--- src/common/serial_unit_defs.vh ---
// Register indices, reset values, field positions and codes of the serial unit front end
`ifndef SERIAL_UNIT_DEFS_VH
`define SERIAL_UNIT_DEFS_VH

// Register indices (byte address is four times the index)
`define IDX_DATA_BUFFER   16'hf600
`define IDX_MODE_SELECT   16'hf602
`define IDX_FRAME_GAP     16'hf604
`define IDX_ENABLE        16'hf606
`define IDX_SYNC_CONFIG   16'hf608
`define ADDR_WIDTH        18

// Reset values
`define RST_DATA_BUFFER   16'h0000
`define RST_MODE_SELECT   8'h00
`define RST_FRAME_GAP     8'h00
`define RST_ENABLE        16'h0000
`define RST_BUF_LOW       8'h00
`define RST_BUF_HIGH      8'h00

// Mode select fields
`define MOD_INTS_BIT      7
`define MOD_TIMD_BIT      6
`define MOD_RIMD_BIT      5
`define MOD_MASK          8'he3

// Communication mode codes (bit 1 and bit 0 of mode select)
`define CM_SYNC0          2'b00
`define CM_SYNC1          2'b01
`define CM_UART_FULL      2'b10
`define CM_UART_HALF      2'b11

// Enable register fields
`define EN_SYNC_BIT       0
`define EN_CH0_BIT        1
`define EN_CH1_BIT        9

// Sync configuration fields
`define CFG_LEN_BIT       3

// Bus responses
`define RESP_OKAY         2'b00
`define RESP_SLVERR       2'b10

// Frame gap offset added to the programmed value
`define GAP_OFFSET        17'h00002

`endif

--- src/hdl/serial_unit_buffer_mode_interval.v ---
// Serial unit front end: data buffer, mode select, interrupt timing and frame gap
// Operation
// - Mode field 00/01 sync serial, 10 UART full-duplex, 11 half-duplex; resets 00.
// - Sync serial: buffer write loads transmit shift register; read returns receive holding.
// - Sync 8-bit: upper byte unused; lower-byte write starts the operation.
// - Sync 16-bit: both bytes carry data; upper-byte write starts the operation.
// - Full-duplex: lower byte is receive buffer, upper byte transmit buffer.
// - Full-duplex: received character overwrites lower byte and raises channel 0 interrupt.
// - Full-duplex: CPU writes to the lower byte are ignored.
// - Short characters: unused receive bits read zero, unused transmit bits dropped.
// - UART: transmit data in the upper byte stays readable.
// - Half-duplex: low byte channel 0, high byte channel 1; receive raises channel interrupt.
// - Half-duplex: writes to a byte ignored while its channel receives.
// - Transmit timing bit with style bit selects end, start and end, or start only.
// - Receive timing bit behaves likewise; zero always interrupts at reception end.
// - Frame gap value zero inserts no idle gap between frames.
// - Sync gap is transfer-clock periods times ceil((value+2)/division ratio).
// - UART gap is base clock times (divisor+1) times ceil((value+2)/(divisor+1)).
// - Frame gap has no effect as sync master in receive-only mode.
// - Enable bits 0, 1 and 9; writes to bits not valid in current mode ignored.
// - Sync length bit zero selects 8-bit, one selects 16-bit transfers.
`default_nettype none
`include "serial_unit_defs.vh"

module serial_unit_buffer_mode_interval (
  // Clock and reset
  input  wire                    clk,
  input  wire                    rst_b,
  // AXI4-Lite slave
  input  wire [`ADDR_WIDTH-1:0]  s_axi_awaddr,
  input  wire                    s_axi_awvalid,
  output reg                     s_axi_awready,
  input  wire [31:0]             s_axi_wdata,
  input  wire [3:0]              s_axi_wstrb,
  input  wire                    s_axi_wvalid,
  output reg                     s_axi_wready,
  output reg  [1:0]              s_axi_bresp,
  output reg                     s_axi_bvalid,
  input  wire                    s_axi_bready,
  input  wire [`ADDR_WIDTH-1:0]  s_axi_araddr,
  input  wire                    s_axi_arvalid,
  output reg                     s_axi_arready,
  output reg  [31:0]             s_axi_rdata,
  output reg  [1:0]              s_axi_rresp,
  output reg                     s_axi_rvalid,
  input  wire                    s_axi_rready,
  // Context from shifter and UART blocks
  input  wire                    sync_master,
  input  wire                    sync_rx_only,
  input  wire                    ch0_direction,
  input  wire                    ch1_direction,
  input  wire [3:0]              char_bits0,
  input  wire [3:0]              char_bits1,
  // Receive data and events
  input  wire [15:0]             rx_holding_register,
  input  wire [1:0]              rx_done,
  input  wire [7:0]              rx_data0,
  input  wire [7:0]              rx_data1,
  input  wire [1:0]              rx_start_evt,
  input  wire [1:0]              tx_start_evt,
  input  wire [1:0]              tx_end_evt,
  // Frame gap timing
  input  wire                    tx_frame_end,
  input  wire                    gap_tick,
  input  wire [15:0]             sync_div_ratio,
  input  wire [15:0]             baud_divisor,
  // Outputs to shifter and UART blocks
  output reg  [15:0]             tx_shift_register,
  output reg                     sync_load,
  output reg                     sync_op_start,
  output reg  [1:0]              uart_tx_load,
  output reg  [7:0]              buffer_low_byte,
  output reg  [7:0]              buffer_high_byte,
  output reg  [1:0]              comm_mode,
  output reg                     sync_length_select,
  output reg                     sync_serial_start,
  output reg                     uart_ch0_start,
  output reg                     uart_ch1_start,
  output reg                     channel0_interrupt,
  output reg                     channel1_interrupt,
  output reg                     frame_gap_active
);

  reg  [7:0]              mode_r;
  reg  [7:0]              gap_r;
  reg  [`ADDR_WIDTH-1:0]  waddr_r;
  reg  [15:0]             wdata_r;
  reg  [1:0]              wstrb_r;
  reg                     have_aw_r;
  reg                     have_w_r;
  reg  [16:0]             gap_cnt_r;
  reg  [16:0]             gap_ph_r;
  reg  [31:0]             rdata_nxt;
  reg                     rmapped;
  reg  [7:0]              lo_nxt;
  reg  [7:0]              hi_nxt;
  reg                     irq0_nxt;
  reg                     irq1_nxt;

  wire [1:0]  cm         = mode_r[1:0];
  wire        is_sync    = (cm == `CM_SYNC0) || (cm == `CM_SYNC1);
  wire        is_full    = (cm == `CM_UART_FULL);
  wire        is_half    = (cm == `CM_UART_HALF);
  wire        ints       = mode_r[`MOD_INTS_BIT];
  wire        timd       = mode_r[`MOD_TIMD_BIT];
  wire        rimd       = mode_r[`MOD_RIMD_BIT];
  wire [7:0]  mask0      = len_mask(char_bits0);
  wire [7:0]  mask1      = len_mask(char_bits1);
  wire        do_write   = have_aw_r && have_w_r && !s_axi_bvalid;
  wire [15:0] widx       = waddr_r[`ADDR_WIDTH-1:2];
  wire [15:0] ridx       = s_axi_araddr[`ADDR_WIDTH-1:2];
  wire        wr_buf     = do_write && (widx == `IDX_DATA_BUFFER);
  wire        wr_lo      = wr_buf && wstrb_r[0];
  wire        wr_hi      = wr_buf && wstrb_r[1];
  wire        w_mapped   = (widx == `IDX_DATA_BUFFER) || (widx == `IDX_MODE_SELECT) ||
                           (widx == `IDX_FRAME_GAP) || (widx == `IDX_ENABLE) ||
                           (widx == `IDX_SYNC_CONFIG);
  wire        rd_take    = s_axi_arvalid && s_axi_arready;
  wire [16:0] gap_mod    = is_sync ? {1'b0, sync_div_ratio} : ({1'b0, baud_divisor} + 17'h00001);
  wire [16:0] gap_target = {9'h000, gap_r} + `GAP_OFFSET;
  wire [16:0] gap_cnt_inc = gap_cnt_r + 17'h00001;
  wire        gap_exempt = is_sync && sync_master && sync_rx_only;

  // Bits above the character length read and write as zero
  function [7:0] len_mask;
    input [3:0] bits;
    begin
      if (bits >= 4'd8) begin
        len_mask = 8'hff;
      end else begin
        len_mask = 8'hff >> (4'd8 - bits);
      end
    end
  endfunction

  // Write channel capture; one write in flight, ready drops until the response is taken
  always @(posedge clk or negedge rst_b) begin
    if (!rst_b) begin
      s_axi_awready <= 1'b1;
      s_axi_wready  <= 1'b1;
      s_axi_bvalid  <= 1'b0;
      s_axi_bresp   <= `RESP_OKAY;
      have_aw_r     <= 1'b0;
      have_w_r      <= 1'b0;
      waddr_r       <= {`ADDR_WIDTH{1'b0}};
      wdata_r       <= 16'h0000;
      wstrb_r       <= 2'b00;
    end else begin
      if (s_axi_awvalid && s_axi_awready) begin
        waddr_r       <= s_axi_awaddr;
        have_aw_r     <= 1'b1;
        s_axi_awready <= 1'b0;
      end
      if (s_axi_wvalid && s_axi_wready) begin
        wdata_r      <= s_axi_wdata[15:0];
        wstrb_r      <= s_axi_wstrb[1:0];
        have_w_r     <= 1'b1;
        s_axi_wready <= 1'b0;
      end
      if (do_write) begin
        have_aw_r    <= 1'b0;
        have_w_r     <= 1'b0;
        s_axi_bvalid <= 1'b1;
        s_axi_bresp  <= w_mapped ? `RESP_OKAY : `RESP_SLVERR;
      end
      if (s_axi_bvalid && s_axi_bready) begin
        s_axi_bvalid  <= 1'b0;
        s_axi_awready <= 1'b1;
        s_axi_wready  <= 1'b1;
      end
    end
  end

  // Read data selection
  always @* begin
    rdata_nxt = 32'h00000000;
    rmapped   = 1'b1;
    case (ridx)
      `IDX_DATA_BUFFER: begin
        if (is_sync) begin
          rdata_nxt[7:0] = rx_holding_register[7:0];
          if (sync_length_select) begin
            rdata_nxt[15:8] = rx_holding_register[15:8];
          end
        end else if (is_full) begin
          rdata_nxt[7:0]  = buffer_low_byte & mask0;
          rdata_nxt[15:8] = buffer_high_byte;
        end else begin
          rdata_nxt[7:0]  = buffer_low_byte & mask0;
          rdata_nxt[15:8] = buffer_high_byte & mask1;
        end
      end
      `IDX_MODE_SELECT: rdata_nxt[7:0] = mode_r & `MOD_MASK;
      `IDX_FRAME_GAP:   rdata_nxt[7:0] = gap_r;
      `IDX_ENABLE: begin
        rdata_nxt[`EN_SYNC_BIT] = sync_serial_start;
        rdata_nxt[`EN_CH0_BIT]  = uart_ch0_start;
        rdata_nxt[`EN_CH1_BIT]  = uart_ch1_start;
      end
      `IDX_SYNC_CONFIG: rdata_nxt[`CFG_LEN_BIT] = sync_length_select;
      default:          rmapped = 1'b0;
    endcase
  end

  always @(posedge clk or negedge rst_b) begin
    if (!rst_b) begin
      s_axi_arready <= 1'b1;
      s_axi_rvalid  <= 1'b0;
      s_axi_rdata   <= 32'h00000000;
      s_axi_rresp   <= `RESP_OKAY;
    end else begin
      if (rd_take) begin
        s_axi_rdata   <= rdata_nxt;
        s_axi_rresp   <= rmapped ? `RESP_OKAY : `RESP_SLVERR;
        s_axi_rvalid  <= 1'b1;
        s_axi_arready <= 1'b0;
      end else if (s_axi_rvalid && s_axi_rready) begin
        s_axi_rvalid  <= 1'b0;
        s_axi_arready <= 1'b1;
      end
    end
  end

  // Control registers; enable bits outside the current mode keep their value
  always @(posedge clk or negedge rst_b) begin
    if (!rst_b) begin
      mode_r             <= `RST_MODE_SELECT;
      gap_r              <= `RST_FRAME_GAP;
      sync_serial_start  <= 1'b0;
      uart_ch0_start     <= 1'b0;
      uart_ch1_start     <= 1'b0;
      sync_length_select <= 1'b0;
    end else if (do_write && wstrb_r[0] && (widx == `IDX_MODE_SELECT)) begin
      mode_r <= wdata_r[7:0] & `MOD_MASK;
    end else if (do_write && wstrb_r[0] && (widx == `IDX_FRAME_GAP)) begin
      gap_r <= wdata_r[7:0];
    end else if (do_write && wstrb_r[0] && (widx == `IDX_SYNC_CONFIG)) begin
      sync_length_select <= wdata_r[`CFG_LEN_BIT];
    end else if (do_write && (widx == `IDX_ENABLE)) begin
      if (wstrb_r[0] && is_sync) begin
        sync_serial_start <= wdata_r[`EN_SYNC_BIT];
      end
      if (wstrb_r[0] && !is_sync) begin
        uart_ch0_start <= wdata_r[`EN_CH0_BIT];
      end
      if (wstrb_r[1] && is_half) begin
        uart_ch1_start <= wdata_r[`EN_CH1_BIT];
      end
    end
  end

  always @* begin
    comm_mode = cm;
  end

  // Buffer bytes: receive stores take the byte when the CPU write to it is blocked anyway
  always @* begin
    lo_nxt = buffer_low_byte;
    hi_nxt = buffer_high_byte;
    if (is_sync) begin
      if (wr_lo) begin
        lo_nxt = wdata_r[7:0];
      end
      if (wr_hi && sync_length_select) begin
        hi_nxt = wdata_r[15:8];
      end
    end else if (is_full) begin
      if (rx_done[0]) begin
        lo_nxt = rx_data0 & mask0;
      end
      if (wr_hi) begin
        hi_nxt = wdata_r[15:8] & mask0;
      end
    end else begin
      if (rx_done[0] && !ch0_direction) begin
        lo_nxt = rx_data0 & mask0;
      end else if (wr_lo && ch0_direction) begin
        lo_nxt = wdata_r[7:0] & mask0;
      end
      if (rx_done[1] && !ch1_direction) begin
        hi_nxt = rx_data1 & mask1;
      end else if (wr_hi && ch1_direction) begin
        hi_nxt = wdata_r[15:8] & mask1;
      end
    end
  end

  always @(posedge clk or negedge rst_b) begin
    if (!rst_b) begin
      buffer_low_byte   <= `RST_BUF_LOW;
      buffer_high_byte  <= `RST_BUF_HIGH;
      tx_shift_register <= `RST_DATA_BUFFER;
      sync_load         <= 1'b0;
      sync_op_start     <= 1'b0;
      uart_tx_load      <= 2'b00;
    end else begin
      buffer_low_byte  <= lo_nxt;
      buffer_high_byte <= hi_nxt;
      sync_load        <= is_sync && (wr_lo || (wr_hi && sync_length_select));
      sync_op_start    <= is_sync && (sync_length_select ? wr_hi : wr_lo);
      if (is_sync && (wr_lo || wr_hi)) begin
        tx_shift_register <= {(sync_length_select ? hi_nxt : 8'h00), lo_nxt};
      end
      uart_tx_load[0] <= (is_full && wr_hi) || (is_half && wr_lo && ch0_direction);
      uart_tx_load[1] <= is_half && wr_hi && ch1_direction;
    end
  end

  // Interrupt timing: start fires when the timing bit is set, end unless style selects start only
  always @* begin
    irq0_nxt = 1'b0;
    irq1_nxt = 1'b0;
    case (cm)
      `CM_SYNC0, `CM_SYNC1: begin
        irq0_nxt = (tx_start_evt[0] && timd) || (tx_end_evt[0] && !(ints && timd)) ||
                   (rx_start_evt[0] && rimd) || (rx_done[0] && !(ints && rimd));
      end
      `CM_UART_FULL: begin
        irq0_nxt = (rx_start_evt[0] && rimd) || (rx_done[0] && !(ints && rimd));
        irq1_nxt = (tx_start_evt[0] && timd) || (tx_end_evt[0] && !(ints && timd));
      end
      `CM_UART_HALF: begin
        irq0_nxt = (tx_start_evt[0] && timd) || (tx_end_evt[0] && !(ints && timd)) ||
                   (rx_start_evt[0] && rimd) || (rx_done[0] && !(ints && rimd));
        irq1_nxt = (tx_start_evt[1] && timd) || (tx_end_evt[1] && !(ints && timd)) ||
                   (rx_start_evt[1] && rimd) || (rx_done[1] && !(ints && rimd));
      end
      default: begin
        irq0_nxt = 1'b0;
        irq1_nxt = 1'b0;
      end
    endcase
  end

  always @(posedge clk or negedge rst_b) begin
    if (!rst_b) begin
      channel0_interrupt <= 1'b0;
      channel1_interrupt <= 1'b0;
    end else begin
      channel0_interrupt <= irq0_nxt;
      channel1_interrupt <= irq1_nxt;
    end
  end

  // Frame gap: ticks until a whole number of periods covers value plus offset
  always @(posedge clk or negedge rst_b) begin
    if (!rst_b) begin
      frame_gap_active <= 1'b0;
      gap_cnt_r        <= 17'h00000;
      gap_ph_r         <= 17'h00000;
    end else if (tx_frame_end && (gap_r != 8'h00) && !gap_exempt) begin
      frame_gap_active <= 1'b1;
      gap_cnt_r        <= 17'h00000;
      gap_ph_r         <= 17'h00000;
    end else if (frame_gap_active && gap_tick) begin
      gap_cnt_r <= gap_cnt_inc;
      if ((gap_ph_r + 17'h00001) >= gap_mod) begin
        gap_ph_r <= 17'h00000;
        if (gap_cnt_inc >= gap_target) begin
          frame_gap_active <= 1'b0;
        end
      end else begin
        gap_ph_r <= gap_ph_r + 17'h00001;
      end
    end
  end

endmodule
`default_nettype wire

--- config.mk ---
export PLATFORM = sky130hd
export DESIGN_NAME = serial_unit_buffer_mode_interval
export DESIGN_NICKNAME = d
export VERILOG_FILES = /design/src/hdl/serial_unit_buffer_mode_interval.v
export VERILOG_INCLUDE_DIRS = /design/src /design/src/common
export SDC_FILE = /design/constraint.sdc
export NUM_CORES = 1
export LEC_CHECK = 0
export BUFFER_PORTS_ARGS = -buffer_cell sky130_fd_sc_hd__buf_2
export CAP_MARGIN = 0
export CORE_MARGIN = 2
export CORE_UTILIZATION = 35
export DETAILED_ROUTE_END_ITERATION = 16
export PLACE_DENSITY_LB_ADDON = 0.3
export SLEW_MARGIN = 0
export SYNTH_ARGS = -nofsm -noshare
export SYNTH_HDL_FRONTEND = slang
export SYNTH_SLANG_ARGS = --single-unit
--- constraint.sdc ---
create_clock -name clk -period 7 [get_ports clk]
set_clock_uncertainty 0.2 [all_clocks]
set_input_delay 0.35 -clock clk [delete_from_list [all_inputs] [get_ports clk]]
set_output_delay 0.35 -clock clk [all_outputs]
set_load 0.005 [all_outputs]
==> impl_metrics.py <==
metrics = {
    "cells_and_area": {
        "seq_area_um2": 3730,
        "num-fill-cells": 2674,
        "fin_nets": 1471,
        "multi_input_area_um2": 5290,
        "layout.cells.non_filler": 1629,
        "area_growth_pct": 24.5,
        "drive_gt1_share_pct": 24.2,
    },
    "timing": {
        "hold_viol_final": 0,
        "holdWs_ps": 28.0,
        "rsz0062_at_grt": "no",
        "tns_ps": 0,
        "fmax_mhz": 236,
        "worst_slew_margin_rel_pct": 27.7,
        "fin_crit_sh_pct": 60.6,
        "max_slew.worst_pin.slew_ps": 1080,
        "setup_violations": 0,
        "period_minus_slack_ps": 4240,
        "slew_viol_final": 0,
        "fin_ws_ps": 2760,
    },
    "worst_setup_path": {
        "crit_arrival_ps": 4390,
        "slowest_delay_ps": 620,
        "crit_path_end_kind": "flop",
        "crit_required_ps": 7160,
        "path_class": "flop to flop",
        "crit_fanout": 9,
        "worst_setup_path_start_kind": "flop",
        "worstPathCellList": "ha_1 -> nand3_1 -> or4_1 -> nor2_1 -> nand4_1 -> xnor2_1 -> ha_1 -> and4_1 -> nor2b_1 -> a221oi_1 -> nand4_1 -> or3_1 -> nand3_1",
        "crit_slowest_cell": "or4_1",
    },
    "synth": {
        "yosys-top-cells-area": "dfrtp_1 39%, mux2_2 6.1%, ha_1 4.9%",
        "synth_top_family_by_area": "simple AND/OR/NAND/NOR gates",
        "syn_area_per_cell_um2": 9.01,
        "synthCells": 1046,
        "synth-main-ff-cell": "dfrtp_1",
        "synth_top_area_cell": "dfrtp_1",
        "ys_seq_area_share_pct": 39.6,
        "ys_ff_latch": 149,
        "yosysTopAreaCellShare_pct": 38.7,
        "synth-simple-area-share_pct": 20.4,
        "synth_xor_area_share_pct": 4.92,
        "synth-edff-count": 0,
        "synth-compound-area-share_pct": 16.1,
        "synth_adder_area_share_pct": 4.91,
        "synth_cell_types": 72,
        "netlist_top_cells_count": "146 x dfrtp_1, 116 x nand2_1, 73 x nor2_1",
        "yosysMostFrequentCell": "dfrtp_1",
        "yosysWarnings": 0,
        "async_flop_share_pct": 100,
        "syn_area_um2": 9430,
        "synthMuxAreaShare_pct": 8.98,
    },
    "global_route": {
        "grt_pass1_vias": 8349,
        "grt_usage_pct": 20.7,
        "grt_max_degree": 93,
        "antenna_found_initial": 7,
        "grt_first_pass_wirelength_mm": 45.9,
        "grt.overflow.total": 0,
    },
    "placed_design": {
        "placed_cells": 1548,
        "port_buffers": 210,
        "place_ws_ps": 2810,
        "hpwlAfterDp_mm": 22.0,
        "place_congestion": 0.864,
    },
    "route": {
        "totalWireLength_mm": 29.5,
        "drc": 0,
        "drt_iter0_markers": 620,
        "vias": 8762,
        "via_per_inst": 5.38,
        "wire_per_inst_um": 18.1,
        "final_antenna_net_count": 0,
        "drtPass1Iterations": 5,
    },
    "floorplan": {
        "row_count": 60,
        "die_x_um": 168,
        "dieArea_um2": 28300,
        "core_area_um2": 26700,
        "initial_core_util_pct": 35.3,
        "die_h_um": 168,
        "pin_count": 251,
    },
    "hold_path": {
        "hold_class": "primary input to flop",
    },
    "cts": {
        "cts_root_buffer": "clkbuf_16",
        "cts_buffer_depth": 2,
        "clk_pin_slew_ps": 60,
        "clkSinkCount": 149,
        "clk-insertion-delay-late_ps": 420,
        "cts_setup_buffers": 0,
        "cts_tree": "done",
        "htree_levels": 4,
        "cts_resized": 0,
        "cts_buffers": 17,
    },
    "pwr": {
        "p_total_w": 0.00257,
        "ir_drop_uv": 164,
        "p_per_area_nw_per_um2": 219,
        "p_leak_nw": 5.50,
    },
    "flow_run": {
        "drv_cap": 0,
    },
    "run_status": {
        "status": "completed",
    },
}
[path summary, 6_finish.rpt]
kind / from / end / slack [ps] / cells after the start
hold / removal: rx_holding_register[12] / s_axi_rdata[12] / 30 / 3
setup reg to reg: gap_ph_r[0] / gap_ph_r[5] / 2760 / 13
hold reg to reg: tx_shift_register[11] / tx_shift_register[11] / 260 / 2
setup / recovery: gap_ph_r[0] / gap_ph_r[5] / 2760 / 13
min in group asynchronous: rst_b / gap_ph_r[14] / 380 / 2
max in group asynchronous: rst_b / mode_r[1] / 4820 / 3
[worst max-delay path, delay by kind of cell (launching register included)]
family | cells | cell delay (ps)
AOI/OAI and AO/OA | 1 | 340
xor gates and xnor gates | 1 | 210
adders and majority gates | 2 | 540
DFF | 1 | 430
and+or+nand+nor | 9 | 2450
[layout by cell type, fill, tap and decap left out, types with 12 or more instances in the layout]
master         instances
buf_2                209
dfrtp_1              145
nand2_1              116
nor2_1                73
o21ai_0               65
a21oi_1               64
nand3_1               55
mux2_2                51
dlygate4sd3_1         43
ha_1                  37
xor2_1                29
inv_1                 29
nand4_1               26
mux2i_1               25
xnor2_1               24
nor3_1                21
a31oi_1               19
conb_1                18
a21o_1                17
clkbuf_16             17
and3_1                16
nand2b_1              13
or3_1                 12
[cell type report]
class / instances / share of cell area [%]
antenna: 6 / 0.128
clock buffer: 20 / 3.81
clock inverter: 12 / 1.72
inverter: 30 / 0.959
multi-input combinational: 815 / 45.1
sequential: 149 / 31.8
tap: 341 / 3.64
timing repair buffer: 256 / 12.9
[stage by stage]
| step | utilization, % | area [um^2] |
|---|---|---|
| 2_1_floorplan | - | 9490 |
| 3_3_place_gp | 39.8 | 10600 |
| 3_5_place_dp | 39.8 | 10600 |
| 4_1_cts | 43.8 | 11700 |
| 5_1_grt | 43.9 | 11700 |
| 6_report | 43.9 | 11700 |
[per-layer routing]
metal / global-route usage [%] / part of all wire (%) / vias up
met2: 32.7 / 46 / 315
li1: - / - / 4200
met3: 5.88 / 7.9 / 37
met4: 5.77 / 2.1 / 4
met5: 0 / 0.068 / -
met1: 27.7 / 44 / 4206
[logic make-up after synthesis]
| family | Yosys count |
|---|---|
| multiplexers | 77 |
| adder cells (fa/ha/maj) | 37 |
| buffers and inverters | 99 |
| XOR/XNOR | 53 |
| flip-flops | 149 |
| AND/OR/NAND/NOR | 390 |
| AO/OA/AOI/OAI | 240 |
| other | 1 |
[report_power, final]
part | total, W | leakage, nW | internal [W] | switching [W]
clock | 0.00102 | 0.311 | 0.000644 | 0.000373
combinational | 0.000419 | 3.28 | 0.000219 | 0.000200
sequential | 0.00113 | 1.91 | 0.000991 | 0.000142
total | 0.00257 | 5.50 | 0.00185 | 0.000714
[flip-flops by register name (all words and copies together), names as in the netlist, 8 cells and up]
signal	flops
s_axi_rdata	16
gap_cnt_r	17
buffer_low_byte	8
tx_shift_register	16
waddr_r	16
gap_r	8
gap_ph_r	17
wdata_r	16
buffer_high_byte	8
[repair_timing]
item | CTS | global route
hold buffers | 42 | 1
hold endpoints to repair | 128 | 1
endpoints found under the setup margin | 0 | 0
Power figures use the tool's default switching activity.
